### src/shared/rx_address_filter_params.svh
`ifndef RX_ADDRESS_FILTER_PARAMS_SVH
`define RX_ADDRESS_FILTER_PARAMS_SVH

// Register byte offsets on the Avalon-MM slave.
`define OFS_RECEIVE_CONTROL   5'h00
`define OFS_STATION_ADDR_LOW  5'h04
`define OFS_STATION_ADDR_HIGH 5'h08
`define OFS_GROUP_HASH_UPPER  5'h0C
`define OFS_GROUP_HASH_LOWER  5'h10
`define OFS_UNICAST_HASH_UPPER 5'h14
`define OFS_UNICAST_HASH_LOWER 5'h18
`define OFS_FILTER_STATUS     5'h1C

// Field positions in receive_control_reg.
`define BIT_BROADCAST_REJECT    0
`define BIT_PROMISCUOUS_ACCEPT  1
`define BIT_FLOW_CONTROL_ENABLE 2
`define RECEIVE_CONTROL_RESET   3'h0
`define REG_RESET               32'h0000_0000

// Frame layout, in byte positions counted from the first destination byte.
`define ADDR_BYTES    7'h06
`define TYPE_POS      7'h0C
`define OPCODE_END    7'h0F
`define ACCEPT_BYTES  7'h40

// Reserved control frame address, type and opcode, and the broadcast address.
`define PAUSE_ADDR     48'h0180_C200_0001
`define PAUSE_TYPE_OP  32'h8808_0001
`define BROADCAST_ADDR 48'hFFFF_FFFF_FFFF

// Hash generator.
`define CRC_POLY      32'h04C1_1DB7
`define CRC_PRESET    32'hFFFF_FFFF

`endif

### src/shared/rx_filter_pkg.sv
package rx_filter_pkg;

    typedef enum logic [1:0] {
        ST_IDLE,
        ST_ADDR,
        ST_HOLD,
        ST_TAIL
    } filter_state_e;

    typedef logic [47:0] mac_addr_t;
    typedef logic [5:0]  hash_index_t;

endpackage

### src/core/hash_crc.sv
`include "rx_address_filter_params.svh"

// Byte-wide CRC, bits taken least significant first.
module hash_crc #(
    parameter int          WIDTH = 32,
    parameter logic [31:0] POLY  = `CRC_POLY
) (
    input  wire logic             mclk,
    input  wire logic             rst,
    input  wire logic             preset,
    input  wire logic             feed,
    input  wire logic [7:0]       data,
    output logic      [WIDTH-1:0] crc
);

    logic [WIDTH-1:0] crc_ff;
    logic [WIDTH-1:0] nxt_crc;
    logic [WIDTH-1:0] base;

    // A preset in the same cycle as a feed starts from all ones, so the first byte is not lost.
    always_comb begin
        base = preset ? WIDTH'(`CRC_PRESET) : crc_ff;
        nxt_crc = base;
        if (feed) begin
            for (int i = 0; i < 8; i++) begin
                if (nxt_crc[WIDTH-1] ^ data[i]) begin
                    nxt_crc = {nxt_crc[WIDTH-2:0], 1'b0} ^ POLY[WIDTH-1:0];
                end else begin
                    nxt_crc = {nxt_crc[WIDTH-2:0], 1'b0};
                end
            end
        end
    end

    always_ff @(posedge mclk) begin
        if (rst) begin
            crc_ff <= WIDTH'(`CRC_PRESET);
        end else begin
            crc_ff <= nxt_crc;
        end
    end

    assign crc = crc_ff;

endmodule

### src/core/rx_address_filter.sv
// The register addresses and the Avalon-MM register port were left to the implementer.
`include "rx_address_filter_params.svh"

module rx_address_filter #(
    parameter int CNT_W = 7
) (
    input  wire logic        mclk,
    input  wire logic        rst,
    input  wire logic [4:0]  avs_address,
    input  wire logic        avs_read,
    input  wire logic        avs_write,
    input  wire logic [31:0] avs_writedata,
    output logic      [31:0] avs_readdata,
    output logic             avs_waitrequest,
    input  wire logic        rx_valid,
    input  wire logic [7:0]  rx_data,
    input  wire logic        rx_sof,
    input  wire logic        rx_eof,
    output logic             fifo_accept,
    output logic             fifo_reject,
    output logic             frame_miss,
    output logic             frame_broadcast,
    output logic             frame_multicast,
    output logic             pause_detected
);
    import rx_filter_pkg::*;

    logic [2:0]               receive_control_reg_ff;
    logic [31:0]              station_addr_low_ff;
    logic [31:0]              station_addr_high_ff;
    logic [31:0]              group_hash_upper_ff;
    logic [31:0]              group_hash_lower_ff;
    logic [31:0]              unicast_hash_upper_ff;
    logic [31:0]              unicast_hash_lower_ff;
    logic [31:0]              readdata_ff;
    logic                     waitrequest_ff;
    logic                     bus_req;
    logic                     bus_wr;
    logic [31:0]              nxt_readdata;

    filter_state_e            state_ff;
    logic [CNT_W-1:0]         cnt_ff;
    logic [CNT_W-1:0]         byte_idx;
    mac_addr_t                destination_address_ff;
    logic [31:0]              type_op_ff;
    logic                     frame_end_ff;
    logic                     pause_cand_ff;
    hash_index_t              hash_idx_ff;
    logic                     fifo_accept_ff;
    logic                     fifo_reject_ff;
    logic                     frame_miss_ff;
    logic                     frame_broadcast_ff;
    logic                     frame_multicast_ff;
    logic                     pause_detected_ff;

    logic [31:0]              crc;
    logic                     crc_feed;
    logic                     broadcast_reject;
    logic                     promiscuous_accept;
    logic                     flow_control_enable;
    mac_addr_t                station_addr;
    hash_index_t              hash_idx;
    logic [31:0]              group_word;
    logic [31:0]              unicast_word;
    logic                     is_broadcast;
    logic                     is_group;
    logic                     is_pause_addr;
    logic                     is_station;
    logic                     addr_match;
    logic                     addr_ok;
    logic                     pause_cand;
    logic                     decide_addr;
    logic                     decide_accept;
    logic                     runt;

    // Avalon-MM slave: every access takes exactly one wait cycle.
    // The fixed latency means the slave keeps no request state beyond one flag.
    // Read data is registered in the wait cycle and stands until the next read.
    assign bus_req = avs_read | avs_write;
    assign bus_wr  = avs_write & ~waitrequest_ff;

    always_ff @(posedge mclk) begin
        if (rst) begin
            waitrequest_ff <= 1'b1;
        end else begin
            waitrequest_ff <= ~(bus_req & waitrequest_ff);
        end
    end

    always_comb begin
        nxt_readdata = 32'h0000_0000;
        unique case (avs_address)
            `OFS_RECEIVE_CONTROL:    nxt_readdata = {29'h0000_0000, receive_control_reg_ff};
            `OFS_STATION_ADDR_LOW:   nxt_readdata = station_addr_low_ff;
            `OFS_STATION_ADDR_HIGH:  nxt_readdata = station_addr_high_ff;
            `OFS_GROUP_HASH_UPPER:   nxt_readdata = group_hash_upper_ff;
            `OFS_GROUP_HASH_LOWER:   nxt_readdata = group_hash_lower_ff;
            `OFS_UNICAST_HASH_UPPER: nxt_readdata = unicast_hash_upper_ff;
            `OFS_UNICAST_HASH_LOWER: nxt_readdata = unicast_hash_lower_ff;
            `OFS_FILTER_STATUS:      nxt_readdata = {20'h0_0000, state_ff, pause_cand_ff, frame_miss_ff,
                                                     frame_broadcast_ff, frame_multicast_ff, hash_idx_ff};
            default:                 nxt_readdata = 32'h0000_0000;
        endcase
    end

    always_ff @(posedge mclk) begin
        if (rst) begin
            readdata_ff <= `REG_RESET;
        end else if (avs_read & waitrequest_ff) begin
            readdata_ff <= nxt_readdata;
        end
    end

    // The tables reset to zero, but software still has to load them before hash filtering means anything.
    always_ff @(posedge mclk) begin
        if (rst) begin
            receive_control_reg_ff <= `RECEIVE_CONTROL_RESET;
            station_addr_low_ff    <= `REG_RESET;
            station_addr_high_ff   <= `REG_RESET;
            group_hash_upper_ff    <= `REG_RESET;
            group_hash_lower_ff    <= `REG_RESET;
            unicast_hash_upper_ff  <= `REG_RESET;
            unicast_hash_lower_ff  <= `REG_RESET;
        end else if (bus_wr) begin
            unique case (avs_address)
                `OFS_RECEIVE_CONTROL:    receive_control_reg_ff <= avs_writedata[2:0];
                `OFS_STATION_ADDR_LOW:   station_addr_low_ff    <= avs_writedata;
                `OFS_STATION_ADDR_HIGH:  station_addr_high_ff   <= {avs_writedata[31:16], 16'h0000};
                `OFS_GROUP_HASH_UPPER:   group_hash_upper_ff    <= avs_writedata;
                `OFS_GROUP_HASH_LOWER:   group_hash_lower_ff    <= avs_writedata;
                `OFS_UNICAST_HASH_UPPER: unicast_hash_upper_ff  <= avs_writedata;
                `OFS_UNICAST_HASH_LOWER: unicast_hash_lower_ff  <= avs_writedata;
                default: ;
            endcase
        end
    end

    assign broadcast_reject    = receive_control_reg_ff[`BIT_BROADCAST_REJECT];
    assign promiscuous_accept  = receive_control_reg_ff[`BIT_PROMISCUOUS_ACCEPT];
    assign flow_control_enable = receive_control_reg_ff[`BIT_FLOW_CONTROL_ENABLE];
    assign station_addr        = {station_addr_low_ff, station_addr_high_ff[31:16]};

    // Byte intake: the counter restarts on every start of frame and saturates.
    // Saturation keeps a giant frame from wrapping back onto a decision point.
    // Address and type/opcode bytes are captured by their byte position.
    assign byte_idx = rx_sof ? '0 : cnt_ff;
    assign crc_feed = rx_valid & (byte_idx < `ADDR_BYTES);

    always_ff @(posedge mclk) begin
        if (rst) begin
            cnt_ff <= '0;
        end else if (rx_valid) begin
            if (rx_sof) begin
                cnt_ff <= CNT_W'(1);
            end else if (~&cnt_ff) begin
                cnt_ff <= cnt_ff + CNT_W'(1);
            end
        end
    end

    always_ff @(posedge mclk) begin
        if (rst) begin
            destination_address_ff <= '0;
        end else if (crc_feed) begin
            destination_address_ff <= {destination_address_ff[39:0], rx_data};
        end
    end

    always_ff @(posedge mclk) begin
        if (rst) begin
            type_op_ff <= 32'h0000_0000;
        end else if (rx_valid && byte_idx >= `TYPE_POS && byte_idx <= `OPCODE_END) begin
            type_op_ff <= {type_op_ff[23:0], rx_data};
        end
    end

    // The end mark is held so that a frame shorter than a decision point is still seen as ended.
    always_ff @(posedge mclk) begin
        if (rst) begin
            frame_end_ff <= 1'b0;
        end else if (rx_valid) begin
            frame_end_ff <= rx_eof;
        end
    end

    hash_crc #(
        .WIDTH (32),
        .POLY  (`CRC_POLY)
    ) u_hash_crc (
        .mclk   (mclk),
        .rst    (rst),
        .preset (rx_valid & rx_sof),
        .feed   (crc_feed),
        .data   (rx_data),
        .crc    (crc)
    );

    // Address recognition works only on the registered address bytes and the settled CRC.
    // Classification and hash lookup are combinational from those registers.
    // The outcome is latched once per frame, at the address decision.
    assign hash_idx     = crc[31:26];
    assign group_word   = hash_idx[5] ? group_hash_upper_ff : group_hash_lower_ff;
    assign unicast_word = hash_idx[5] ? unicast_hash_upper_ff : unicast_hash_lower_ff;
    assign is_broadcast = destination_address_ff == `BROADCAST_ADDR;
    assign is_group     = destination_address_ff[40];
    assign is_pause_addr = destination_address_ff == `PAUSE_ADDR;
    assign is_station   = destination_address_ff == station_addr;

    always_comb begin
        addr_match = 1'b0;
        pause_cand = 1'b0;
        if (is_broadcast) begin
            addr_match = ~broadcast_reject;
        end else if (is_group) begin
            if (flow_control_enable) begin
                addr_match = is_pause_addr;
                pause_cand = is_pause_addr;
            end else begin
                addr_match = group_word[hash_idx[4:0]];
            end
        end else begin
            addr_match = is_station | unicast_word[hash_idx[4:0]];
            pause_cand = flow_control_enable & is_station;
        end
        addr_ok = addr_match | promiscuous_accept;
    end

    // Recognition waits one cycle after the sixth byte so the CRC register holds the full address.
    assign decide_addr   = (state_ff == ST_ADDR) && (cnt_ff >= `ADDR_BYTES);
    assign decide_accept = (state_ff == ST_HOLD) && (cnt_ff >= `ACCEPT_BYTES);
    assign runt          = frame_end_ff && ((state_ff == ST_ADDR && cnt_ff < `ADDR_BYTES) ||
                                            (state_ff == ST_HOLD && cnt_ff < `ACCEPT_BYTES));

    always_ff @(posedge mclk) begin
        if (rst) begin
            state_ff <= ST_IDLE;
        end else if (rx_valid & rx_sof) begin
            state_ff <= ST_ADDR;
        end else begin
            unique case (state_ff)
                ST_IDLE: ;
                ST_ADDR: begin
                    if (runt) begin
                        state_ff <= ST_IDLE;
                    end else if (decide_addr) begin
                        state_ff <= addr_ok ? ST_HOLD : ST_TAIL;
                    end
                end
                ST_HOLD: begin
                    if (runt) begin
                        state_ff <= ST_IDLE;
                    end else if (decide_accept) begin
                        state_ff <= ST_TAIL;
                    end
                end
                ST_TAIL: begin
                    if (frame_end_ff) begin
                        state_ff <= ST_IDLE;
                    end
                end
            endcase
        end
    end

    always_ff @(posedge mclk) begin
        if (rst) begin
            pause_cand_ff      <= 1'b0;
            hash_idx_ff        <= '0;
            frame_miss_ff      <= 1'b0;
            frame_broadcast_ff <= 1'b0;
            frame_multicast_ff <= 1'b0;
        end else if (decide_addr && !runt) begin
            pause_cand_ff      <= pause_cand;
            hash_idx_ff        <= hash_idx;
            frame_miss_ff      <= addr_ok & ~addr_match;
            frame_broadcast_ff <= is_broadcast;
            frame_multicast_ff <= is_group & ~is_broadcast;
        end
    end

    // Accept and reject are one-cycle pulses to the receive FIFO; a runt is flushed like an address miss.
    always_ff @(posedge mclk) begin
        if (rst) begin
            fifo_accept_ff    <= 1'b0;
            fifo_reject_ff    <= 1'b0;
            pause_detected_ff <= 1'b0;
        end else begin
            fifo_accept_ff    <= 1'b0;
            fifo_reject_ff    <= 1'b0;
            pause_detected_ff <= 1'b0;
            if (runt) begin
                fifo_reject_ff <= 1'b1;
            end else if (decide_addr && !addr_ok) begin
                fifo_reject_ff <= 1'b1;
            end else if (decide_accept) begin
                if (pause_cand_ff && type_op_ff == `PAUSE_TYPE_OP) begin
                    fifo_reject_ff    <= 1'b1;
                    pause_detected_ff <= 1'b1;
                end else begin
                    fifo_accept_ff <= 1'b1;
                end
            end
        end
    end

    assign avs_readdata    = readdata_ff;
    assign avs_waitrequest = waitrequest_ff;
    assign fifo_accept     = fifo_accept_ff;
    assign fifo_reject     = fifo_reject_ff;
    assign frame_miss      = frame_miss_ff;
    assign frame_broadcast = frame_broadcast_ff;
    assign frame_multicast = frame_multicast_ff;
    assign pause_detected  = pause_detected_ff;

endmodule

### config.mk
export PLATFORM = sky130hd
export DESIGN_NAME = rx_address_filter
export DESIGN_NICKNAME = d
export VERILOG_FILES = /design/src/shared/rx_filter_pkg.sv /design/src/core/hash_crc.sv /design/src/core/rx_address_filter.sv
export VERILOG_INCLUDE_DIRS = /design/src /design/src/shared
export SDC_FILE = /design/constraint.sdc
export NUM_CORES = 1
export LEC_CHECK = 0
export BUFFER_PORTS_ARGS = -buffer_cell sky130_fd_sc_hd__buf_2
export CORE_MARGIN = 2
export CORE_UTILIZATION = 30
export DETAILED_ROUTE_END_ITERATION = 12
export PLACE_DENSITY = 0.47
export SLEW_MARGIN = 20
export SYNTH_ARGS = -nofsm -noshare
export SYNTH_HDL_FRONTEND = slang
export SYNTH_SLANG_ARGS = --single-unit
### constraint.sdc
create_clock -name mclk -period 2.7 [get_ports mclk]
set_input_delay 0.54 -clock mclk [delete_from_list [all_inputs] [get_ports mclk]]
set_output_delay 0.54 -clock mclk [all_outputs]
set_load 0.05 [all_outputs]
==> reports/results.ini, run 1 <==
[worst_setup_path]
r2r_start = u_hash_crc.crc[26]
end_kind = flop
startpoint = u_hash_crc.crc[26]
crit_path_start_kind = flop
arrival_ps = 3010
r2r-end = pause_detected
reg2reg_slack_ps = 140
endpoint = pause_detected
crit_fanout = 14
reg2reg_depth = 7
cp.required_ps = 3150
crit_type = reg -> reg

[power_and_ir_drop]
pwr-share-seq_pct = 39.6
intPower_mw = 10.1
p_comb_share_pct = 16.3
p_sw_mw = 3.69
p_sw_share_pct = 26.8
irDropWorstVdd_mv = 0.455
clkPwrFrac_pct = 44.0
power_density_nw_per_um2 = 716
p_total_mw = 13.8
leakage_nw = 7.04

[place]
dp_slack_ps = 69.8
port_buffers = 90
gp_congestion = 0.889
place_hpwl_um = 43300
placed_cell_area_um2 = 17800

[outcome]
status = finished clean

[hold_path]
holdPathStages = 2
hp-class = in -> reg

[global_route]
overflow = 0
grt_pass1_wl_um = 92300
grt_pass1_vias = 14080
grt_usage_pct = 21.6
antenna_found_initial = 1
grt_max_degree = 182

[route]
num_vias = 14948
drtIter0Drc = 1595
viasPerCell = 5.35
route.detailed.drc = 0
ant_nets = 0
wl_per_cell_um = 22.2
drt_first_pass_iters = 5
wirelength_um = 61900

[cts]
clockBufferDepth = 3
h-tree-depth = 2
numClockSinks = 347
cts_tree = yes
worstSkewPairLatency_ps = 570
numCtsBuffers = 41
cts-root-buf = clkbuf_16
cts.clk_slew.worst_paths_ps = 60

[floorplan]
core-area_um2 = 53600
dieArea_um2 = 56000
die_y_um = 237
io_pins = 91
die_w_um = 237
std_cell_rows = 85
initial_core_util_pct = 30.3

[sta]
drv_slew = 0
max_slew.worst_pin.slew_ps = 975
rsz0062_at_grt = false
fin_crit_ps = 2560
fin_crit_sh_pct = 94.6
hold_violations = 0
setup_violations = 0
max_clock_freq_ghz = 0.391
fin_skew_ps = 25.2
fin_ws_ps = 145
slew_headroom_pct = 35.0

[logic_synthesis]
synthArstFlopShare_pct = 0
synth-edff-count = 0
synth-seq-cells = 347
syn_inst = 1988
synth_nets = 2046
yosysSeqAreaShare_pct = 42.8
yosysTopAreaCell = dfxtp_1
yosys_warnings = 0
synth_ff_type = dfxtp_1
avgSynthCellArea_um2 = 8.16
synth_top_area_share_pct = 42.8
synth_area_leaders = dfxtp_1, nand2_1, a21oi_1, xor2_1, mux4_1
synth_cell_types = 73
synth_area_um2 = 16200

[finish]
drive_gt1_share_pct = 13.6
area_growth_pct = 18.5
fin_area_um2 = 19200
nets = 2123

[flow_run]
drv_cap = 0

cells by family after synthesis:
logic type,count (synthesis),share of synthesized area (%)
compound gates,482,17.6
xor+xnor,126,7.46
fa+ha+maj,6,0.463
buf+inv,164,4.19
flops,347,42.8
mux,68,7.12
simple gates,795,20.4
worst min-delay path by stage:
stage | start | endpoint | slack, ps
after CTS | avs_write | avs_waitrequest | 180
after global routing | avs_write | avs_waitrequest | 210
after detailed placement | type_op_ff[31] | type_op_ff[31] | 450
after global placement | avs_waitrequest | avs_waitrequest | 440
final | avs_write | avs_waitrequest | 210
after floorplan | type_op_ff[27] | type_op_ff[27] | 430
state kept, by name, summed over array words and instances (netlist names), 2 cells and up:
name and cells:
avs_readdata 32, unicast_hash_upper_ff 32, destination_address_ff 48, cnt_ff 7, u_hash_crc.crc 32, group_hash_upper_ff 32
state_ff 2, hash_idx_ff 6, unicast_hash_lower_ff 32, station_addr_high_ff 16, station_addr_low_ff 32, group_hash_lower_ff 32
type_op_ff 32, receive_control_reg_ff 3
cell usage in the layout, fill, tap and decap left out, drive strengths merged, types with 33 or more instances in the layout:
master	netlist	routed
mux2i	33	33
nand2	573	573
a22oi	52	52
clkbuf	127	61
xnor2	54	54
dfxtp	347	347
xor2	67	67
a21oi	314	314
nor2	105	105
buf	22	183
what timing repair did:
item / in CTS / in global routing
hold buffers: 0 / 0
hold endpoints to repair: 0 / 0
resized for setup: 0 / 2
buffers inserted: 0 / 0
setup endpoints to repair: 0 / 1
power groups by stage:
stage          clock [mW]  sequential (mW)  combinational, mW
4_1_cts              6.20             5.45               2.25
5_1_grt              6.40             5.48               2.43
3_5_place_dp            0             5.56               2.24
6_report             6.06             5.46               2.25
2_1_floorplan           0             5.48               1.63
3_3_place_gp            0             5.56               2.23
stage by stage:
stage	setup TNS (ps)	hold slack, ps	cells	util [%]
after floorplan	0	432	1988	-
after global placement	-19.3	444	2718	33.1
after detailed placement	0	449	2718	33.1
after CTS	0	176	2792	35.9
after global routing	0	210	2793	35.9
final	0	206	2793	35.9
worst max-delay path, stage by stage, from the launching register on:
cell,delay [ps]
dfxtp_4,450
buf_12,180
mux4_2,500
o41ai_1,260
a311oi_1,120
a22o_1,310
o221a_4,330
o311a_1,290
cell usage after synthesis, types with 3 or more instances:
cell / count
ha_1: 6
xnor2_1: 49
xor2_1: 67
o311ai_0: 3
nor4b_1: 5
buf_2: 8
a221oi_1: 8
a31oi_1: 22
o22ai_1: 11
mux4_2: 13
buf_1: 7
mux4_1: 19
a22oi_1: 52
inv_1: 13
dfxtp_1: 347
nand4_1: 20
a222oi_1: 6
o21ai_0: 5
clkbuf_1: 125
nor3_1: 14
nand2_1: 573
nor2b_1: 6
nor2_1: 104
o211ai_1: 30
mux2_2: 3
and3_1: 4
or3_1: 5
xnor2_2: 5
and2_1: 10
nor4_1: 32
o31ai_1: 3
nand3_1: 4
mux2i_1: 33
a22o_1: 6
buf_6: 3
nand2b_1: 4
a211oi_1: 3
xnor3_1: 5
a21oi_1: 313
buf_4: 3
layout make-up:
cell class	count	area [µm²]
Tap cell	696	871
Antenna cell	1	2.50
Clock buffer	61	1240
Inverter	15	56.3
Multi-Input combinational cell	1477	8630
Clock inverter	13	228
Sequential cell	347	6950
Timing Repair Buffer	183	1260
Fill cell	5611	34400
layer usage:
| layer | GRT usage, % | wire length, µm | vias up |
|---|---|---|---|
| met5 | 0 | 0 | - |
| met3 | 4.34 | 4410 | 113 |
| li1 | - | - | 7037 |
| met1 | 29.4 | 27500 | 7260 |
| met2 | 33.8 | 27500 | 538 |
| met4 | 8.36 | 2430 | 0 |
(Power assumes the default switching activity.)
==> run 2: changes to the inputs <==
- CORE_ASPECT_RATIO: default -> 0.5
- REMOVE_ABC_BUFFERS: default -> 1
- clock period: 2.7 -> 3.2 ns (I/O delays scaled with it)
==> reports/results.ini, run 2 (synthesized netlist as in run 1, its figures left out) <==
[outcome]
status = finished clean  ; unchanged

[worst_setup_path]
r2r-end = pause_detected  ; unchanged
crit_path_start_kind = flop  ; unchanged
r2r_start = u_hash_crc.crc[31]  ; was u_hash_crc.crc[26]
worst-path-buf-inv = 1  ; unchanged
crit_fanout = 10  ; was 14
max_stage_delay_ps = 760  ; was 500 ps
cp.required_ps = 3630  ; was 3150 ps
worstPathCellList = mux4_2, nor2b_1, a2111oi_0, buf_4, nor4_1, o221a_4, o311a_1  ; was buf_12, mux4_2, o41ai_1, a311oi_1, a22o_1, o221a_4, o311a_1
cp_top_family = compound AO/OA/AOI/OAI gates  ; unchanged
arrival_ps = 3260  ; was 3010 ps
cp.depth = 7  ; unchanged
end_kind = flop  ; unchanged
endpoint = pause_detected  ; unchanged
reg2reg_depth = 7  ; unchanged
reg2reg_slack_ps = 370  ; was 140 ps
crit_type = reg -> reg  ; unchanged
slowest_stage = dfxtp_1  ; was mux4_2
startpoint = u_hash_crc.crc[31]  ; was u_hash_crc.crc[26]

[cts]
post_cts_resize_count = 0  ; unchanged
post_cts_buffers = 0  ; unchanged
clockBufferDepth = 3  ; unchanged
h-tree-depth = 2  ; unchanged
cts_tree = yes  ; unchanged
cts.clk_slew.worst_paths_ps = 60  ; about the same
cts-root-buf = clkbuf_16  ; unchanged
holdBufCountCts = 0  ; unchanged
numClockSinks = 347  ; unchanged
numCtsBuffers = 37  ; was 41
worstSkewPairLatency_ps = 550  ; was 570 ps

[global_route]
antenna_found_initial = 1  ; unchanged
grt_pass1_wl_um = 89500  ; was 92,300 µm
grt_usage_pct = 20.7  ; was 21.6%
overflow = 0  ; unchanged
grt_max_degree = 89  ; was 182
grt_pass1_vias = 13831  ; was 14,080

[finish]
final_cells = 2789  ; was 2,793
drive_gt1_share_pct = 13.1  ; was 13.6%
antenna_cells = 0  ; was 1
top_register = destination_address_ff  ; unchanged
final_common_cell = nand2_1  ; unchanged
largest_reg_flops = 48  ; unchanged
nets = 2105  ; was 2,123
area_growth_pct = 16.8  ; was 18.5%
layout_common_cells = nand2_1, dfxtp_1, a21oi_1  ; unchanged

[sta]
fin_ws_ps = 369  ; was 145 ps
rsz0062_at_grt = false  ; unchanged
max_clock_freq_ghz = 0.353  ; was 0.391 GHz
setup_violations = 0  ; unchanged
fin_crit_ps = 2830  ; was 2560 ps
max_slew.worst_pin.slew_ps = 702  ; was 975 ps
fin_skew_ps = 18.9  ; was 25.2 ps
drv_slew = 0  ; unchanged
fin_crit_sh_pct = 88.5  ; was 94.6%
hold_violations = 0  ; unchanged
slew_headroom_pct = 53.2  ; was 35.0%

[route]
wirelength_um = 59200  ; was 61,900 µm
route.detailed.drc = 0  ; unchanged
wl_met1_um = 28300  ; was 27,500 µm
wl_per_cell_um = 21.2  ; was 22.2 µm
met2_length_um = 26300  ; was 27,500 µm
drt_first_pass_iters = 8  ; was 5
viasPerCell = 5.24  ; was 5.35
top_layer_used = met4  ; unchanged
num_vias = 14606  ; was 14,948
dr_wl_met3_um = 3730  ; was 4410 µm
drtIter0Drc = 1320  ; was 1,595
ant_nets = 0  ; unchanged

[power_and_ir_drop]
p_comb_share_pct = 16.7  ; was 16.3%
p_total_mw = 11.0  ; was 13.8 mW
power_density_nw_per_um2 = 580  ; was 716 nW/µm²
p_sw_share_pct = 28.2  ; was 26.8%
irDropWorstVdd_mv = 0.309  ; was 0.455 mV
leakage_nw = 6.88  ; was 7.04 nW
intPower_mw = 7.90  ; was 10.1 mW
p_sw_mw = 3.10  ; was 3.69 mW
pwr-share-seq_pct = 41.8  ; was 39.6%
clkPwrFrac_pct = 41.4  ; was 44.0%

[flow_run]
drv_cap = 0  ; unchanged

[hold_path]
hp-start = avs_write  ; unchanged
holdPathStages = 2  ; unchanged
hp-class = in -> reg  ; unchanged

[place]
port_buffers = 90  ; unchanged
place_hpwl_um = 41500  ; was 43,300 µm
gp_congestion = 0.851  ; was 0.889
dp_cells = 2721  ; was 2,718
dp_slack_ps = 353  ; was 69.8 ps

[floorplan]
std_cell_rows = 60  ; was 85
io_pins = 91  ; unchanged
initial_core_util_pct = 30.3  ; unchanged
die_w_um = 333  ; was 237 µm
core-area_um2 = 53600  ; unchanged
dieArea_um2 = 56100  ; was 56,000 µm²
die_y_um = 168  ; was 237 µm

[run 2: cell types whose count changed in the layout (fill, tap and decap cells not counted), sizes merged]
cell,change
inv,+3
buf,-14
clkinv,+3
diode,-1
clkinvlp,+1
clkbuf,-10
bufinv,-3
[run 2: layer usage]
metal | vias up | track usage [%]
li1 | 6989 | -
met1 | 7114 | 30.1
met2 | 435 | 32.3
met3 | 68 | 3.06
met4 | 0 | 4.51
met5 | - | 0
[run 2: through the flow]
step                      utilization (%)  hold slack (ps)  setup TNS [ps]  instance area (µm²)
after floorplan                         -              426         -132510                15600
after global placement               33.0              443               0                17700
after detailed placement             33.0              446               0                17700
after CTS                            35.3              300               0                18900
after global routing                 35.4              325               0                18900
final                                35.4              323               0                18900
[run 2: worst reg2reg max path, cell delays in order, from the launching register on]
cell and delay (ps):
dfxtp_1 760, mux4_2 400, nor2b_1 140, a2111oi_0 510, buf_4 220, nor4_1 80
o221a_4 320, o311a_1 290
[run 2: cell type report]
type | count | area, µm²
clock inverter | 17 | 198
inverter | 15 | 56.3
fill | 5618 | 34700
tap | 713 | 892
sequential | 347 | 6950
clock buffer | 51 | 1070
timing repair buffer | 169 | 1150
multi-input combinational | 1477 | 8630
[run 2: power by group through the flow]
stage / clock network [mW] / logic (mW) / registers, mW
after CTS: 4.64 / 1.85 / 4.60
after floorplan: 0 / 1.18 / 4.69
final: 4.56 / 1.84 / 4.60
after global placement: 0 / 1.85 / 4.70
after global routing: 4.82 / 2.01 / 4.62
after detailed placement: 0 / 1.84 / 4.70
[run 2: worst min path at each step]
stage	endpoint	slack [ps]
after floorplan	type_op_ff[27]	430
after global placement	type_op_ff[27]	440
after detailed placement	type_op_ff[31]	450
after CTS	avs_waitrequest	300
after global routing	avs_waitrequest	330
final	avs_waitrequest	320
==> run 3: changes to the inputs <==
- SLEW_MARGIN: 20 -> 30
- clock period: 3.2 -> 3.6 ns (I/O delays scaled with it)
==> reports/results.ini, run 3 (synthesized netlist as in run 1, its figures left out) <==
[worst_setup_path]
cp.required_ps = 4010  ; was 3630 ps
worstPathCellList = buf_12, buf_4, mux4_2, nor2b_1, a211oi_1, nor4_1, o221a_4, o311a_1  ; was mux4_2, nor2b_1, a2111oi_0, buf_4, nor4_1, o221a_4, o311a_1
startpoint = u_hash_crc.crc[31]  ; unchanged
r2r_start = u_hash_crc.crc[31]  ; unchanged
crit_fanout = 13  ; was 10
arrival_ps = 3340  ; was 3260 ps
max_stage_delay_ps = 660  ; was 760 ps
slowest_stage = dfxtp_1  ; unchanged
reg2reg_depth = 8  ; was 7
crit_type = reg -> reg  ; unchanged
end_kind = flop  ; unchanged
crit_path_start_kind = flop  ; unchanged

[power_and_ir_drop]
irDropWorstVdd_mv = 0.260  ; was 0.309 mV
power_density_nw_per_um2 = 507  ; was 580 nW/µm²
leakage_nw = 6.74  ; was 6.88 nW
p_total_mw = 9.47  ; was 11.0 mW

[cts]
clockBufferDepth = 3  ; unchanged
post_cts_resize_count = 0  ; unchanged
h-tree-depth = 2  ; unchanged
cts.clk_slew.worst_paths_ps = 60  ; about the same
holdBufCountCts = 0  ; unchanged
numClockSinks = 347  ; unchanged
numCtsBuffers = 36  ; was 37
cts-root-buf = clkbuf_16  ; unchanged
worstSkewPairLatency_ps = 540  ; was 550 ps
post_cts_buffers = 0  ; unchanged
cts_tree = yes  ; unchanged

[finish]
multi_input_area_um2 = 8630  ; about the same
layout_common_cells = nand2_1, dfxtp_1, a21oi_1  ; unchanged
fillers = 5654  ; was 5,618
fin_util_pct = 34.8  ; was 35.4%
antenna_cells = 0  ; unchanged
area_growth_pct = 15.1  ; was 16.8%
largest_reg_flops = 48  ; unchanged
fin_area_um2 = 18700  ; was 18,900 µm²
final_common_cell = nand2_1  ; unchanged
drive_gt1_share_pct = 12.1  ; was 13.1%
top_register = destination_address_ff  ; unchanged
nets = 2090  ; was 2,105
seqCellArea_um2 = 6950  ; unchanged

[route]
drt_first_pass_iters = 5  ; was 8
num_vias = 14489  ; was 14,606
wl_per_cell_um = 21.2  ; about the same
viasPerCell = 5.23  ; was 5.24
wirelength_um = 58700  ; was 59,200 µm
drtIter0Drc = 1285  ; was 1,320
ant_nets = 0  ; unchanged
route.detailed.drc = 0  ; unchanged

[floorplan]
io_pins = 91  ; unchanged
core-area_um2 = 53600  ; unchanged
die_y_um = 168  ; unchanged
std_cell_rows = 60  ; unchanged
initial_core_util_pct = 30.3  ; unchanged
dieArea_um2 = 56100  ; unchanged
die_w_um = 333  ; unchanged

[sta]
setup_violations = 0  ; unchanged
fin_crit_ps = 2930  ; was 2830 ps
max_slew.worst_pin.slew_ps = 803  ; was 702 ps
fin_setup_tns_ps = 0  ; unchanged
fin_ws_ps = 673  ; was 369 ps
hold_violations = 0  ; unchanged
fin_crit_sh_pct = 81.3  ; was 88.5%
slew_headroom_pct = 46.1  ; was 53.2%
max_clock_freq_ghz = 0.342  ; was 0.353 GHz
fin_skew_ps = 29.9  ; was 18.9 ps
drv_slew = 0  ; unchanged
rsz0062_at_grt = false  ; unchanged

[place]
place_hpwl_um = 40500  ; was 41,500 µm
dp_slack_ps = 665  ; was 353 ps
port_buffers = 90  ; unchanged
placed_cell_area_um2 = 17500  ; was 17,700 µm²
gp_congestion = 0.865  ; was 0.851

[global_route]
grt_pass1_wl_um = 88700  ; was 89,500 µm
grtUsageMet1_pct = 29.3  ; was 30.1%
grt_usage_pct = 20.6  ; was 20.7%
use_met2_pct = 31.7  ; was 32.3%
overflow = 0  ; unchanged
top_usage_layer = met2  ; unchanged
antenna_found_initial = 0  ; was 1
grt_max_degree = 127  ; was 89
grtUsageMet3_pct = 3.61  ; was 3.06%
grt_pass1_vias = 13723  ; was 13,831

[flow_run]
drv_cap = 0  ; unchanged

[hold_path]
hp-start = avs_read  ; was avs_write
hp-class = in -> reg  ; unchanged
holdPathStages = 2  ; unchanged

[outcome]
status = finished clean  ; unchanged

==> run 3: changes by cell type in the layout (fill, tap and decap cells not counted), sizes merged <==
cell	before	now
bufinv	3	2
buf	169	155
clkinv	8	9
inv	18	15
clkbuf	51	50
clkinvlp	3	1
==> run 3: power breakdown <==
group          leakage, nW  total (mW)  internal, mW  switching, mW
clock network        0.570        3.79          2.14           1.65
logic                 3.37        1.61         0.717          0.890
registers             2.81        4.08          3.96          0.126
total                 6.74        9.47          6.81           2.66
==> run 3: critical path, delay by kind of cell (launching register included) <==
family	cells	cell delay (ps)
AOI/OAI and AO/OA	3	1090
buffers and inverters	2	430
DFF	1	660
muxes	1	310
and+or+nand+nor	2	300
==> run 3: worst paths after layout <==
kind                           to  slack, ps
setup reg to reg   pause_detected        670
setup / recovery   pause_detected        670
hold / removal    avs_waitrequest        410
hold reg to reg    type_op_ff[31]        460
==> run 3: final cells by class <==
class,instances,share of cell area (%)
Tap cell,713,4.78
Clock buffer,50,5.48
Multi-Input combinational cell,1477,46.2
Timing Repair Buffer,155,5.35
Sequential cell,347,37.2
Inverter,15,0.301
Clock inverter,12,0.703
==> run 3: metrics by stage <==
| step | hold slack [ps] | instances |
|---|---|---|
| 6_report | 414 | 2769 |
| 3_3_place_gp | 444 | 2707 |
| 4_1_cts | 396 | 2769 |
| 5_1_grt | 440 | 2769 |
| 2_1_floorplan | 426 | 1839 |
| 3_5_place_dp | 452 | 2707 |
==> run 3: routing by layer <==
layer / vias to the layer above / part of all wire, %
met2: 418 / 43
met4: 0 / 2.8
met5: - / 0
met1: 7018 / 47
li1: 6962 / -
met3: 91 / 6.7
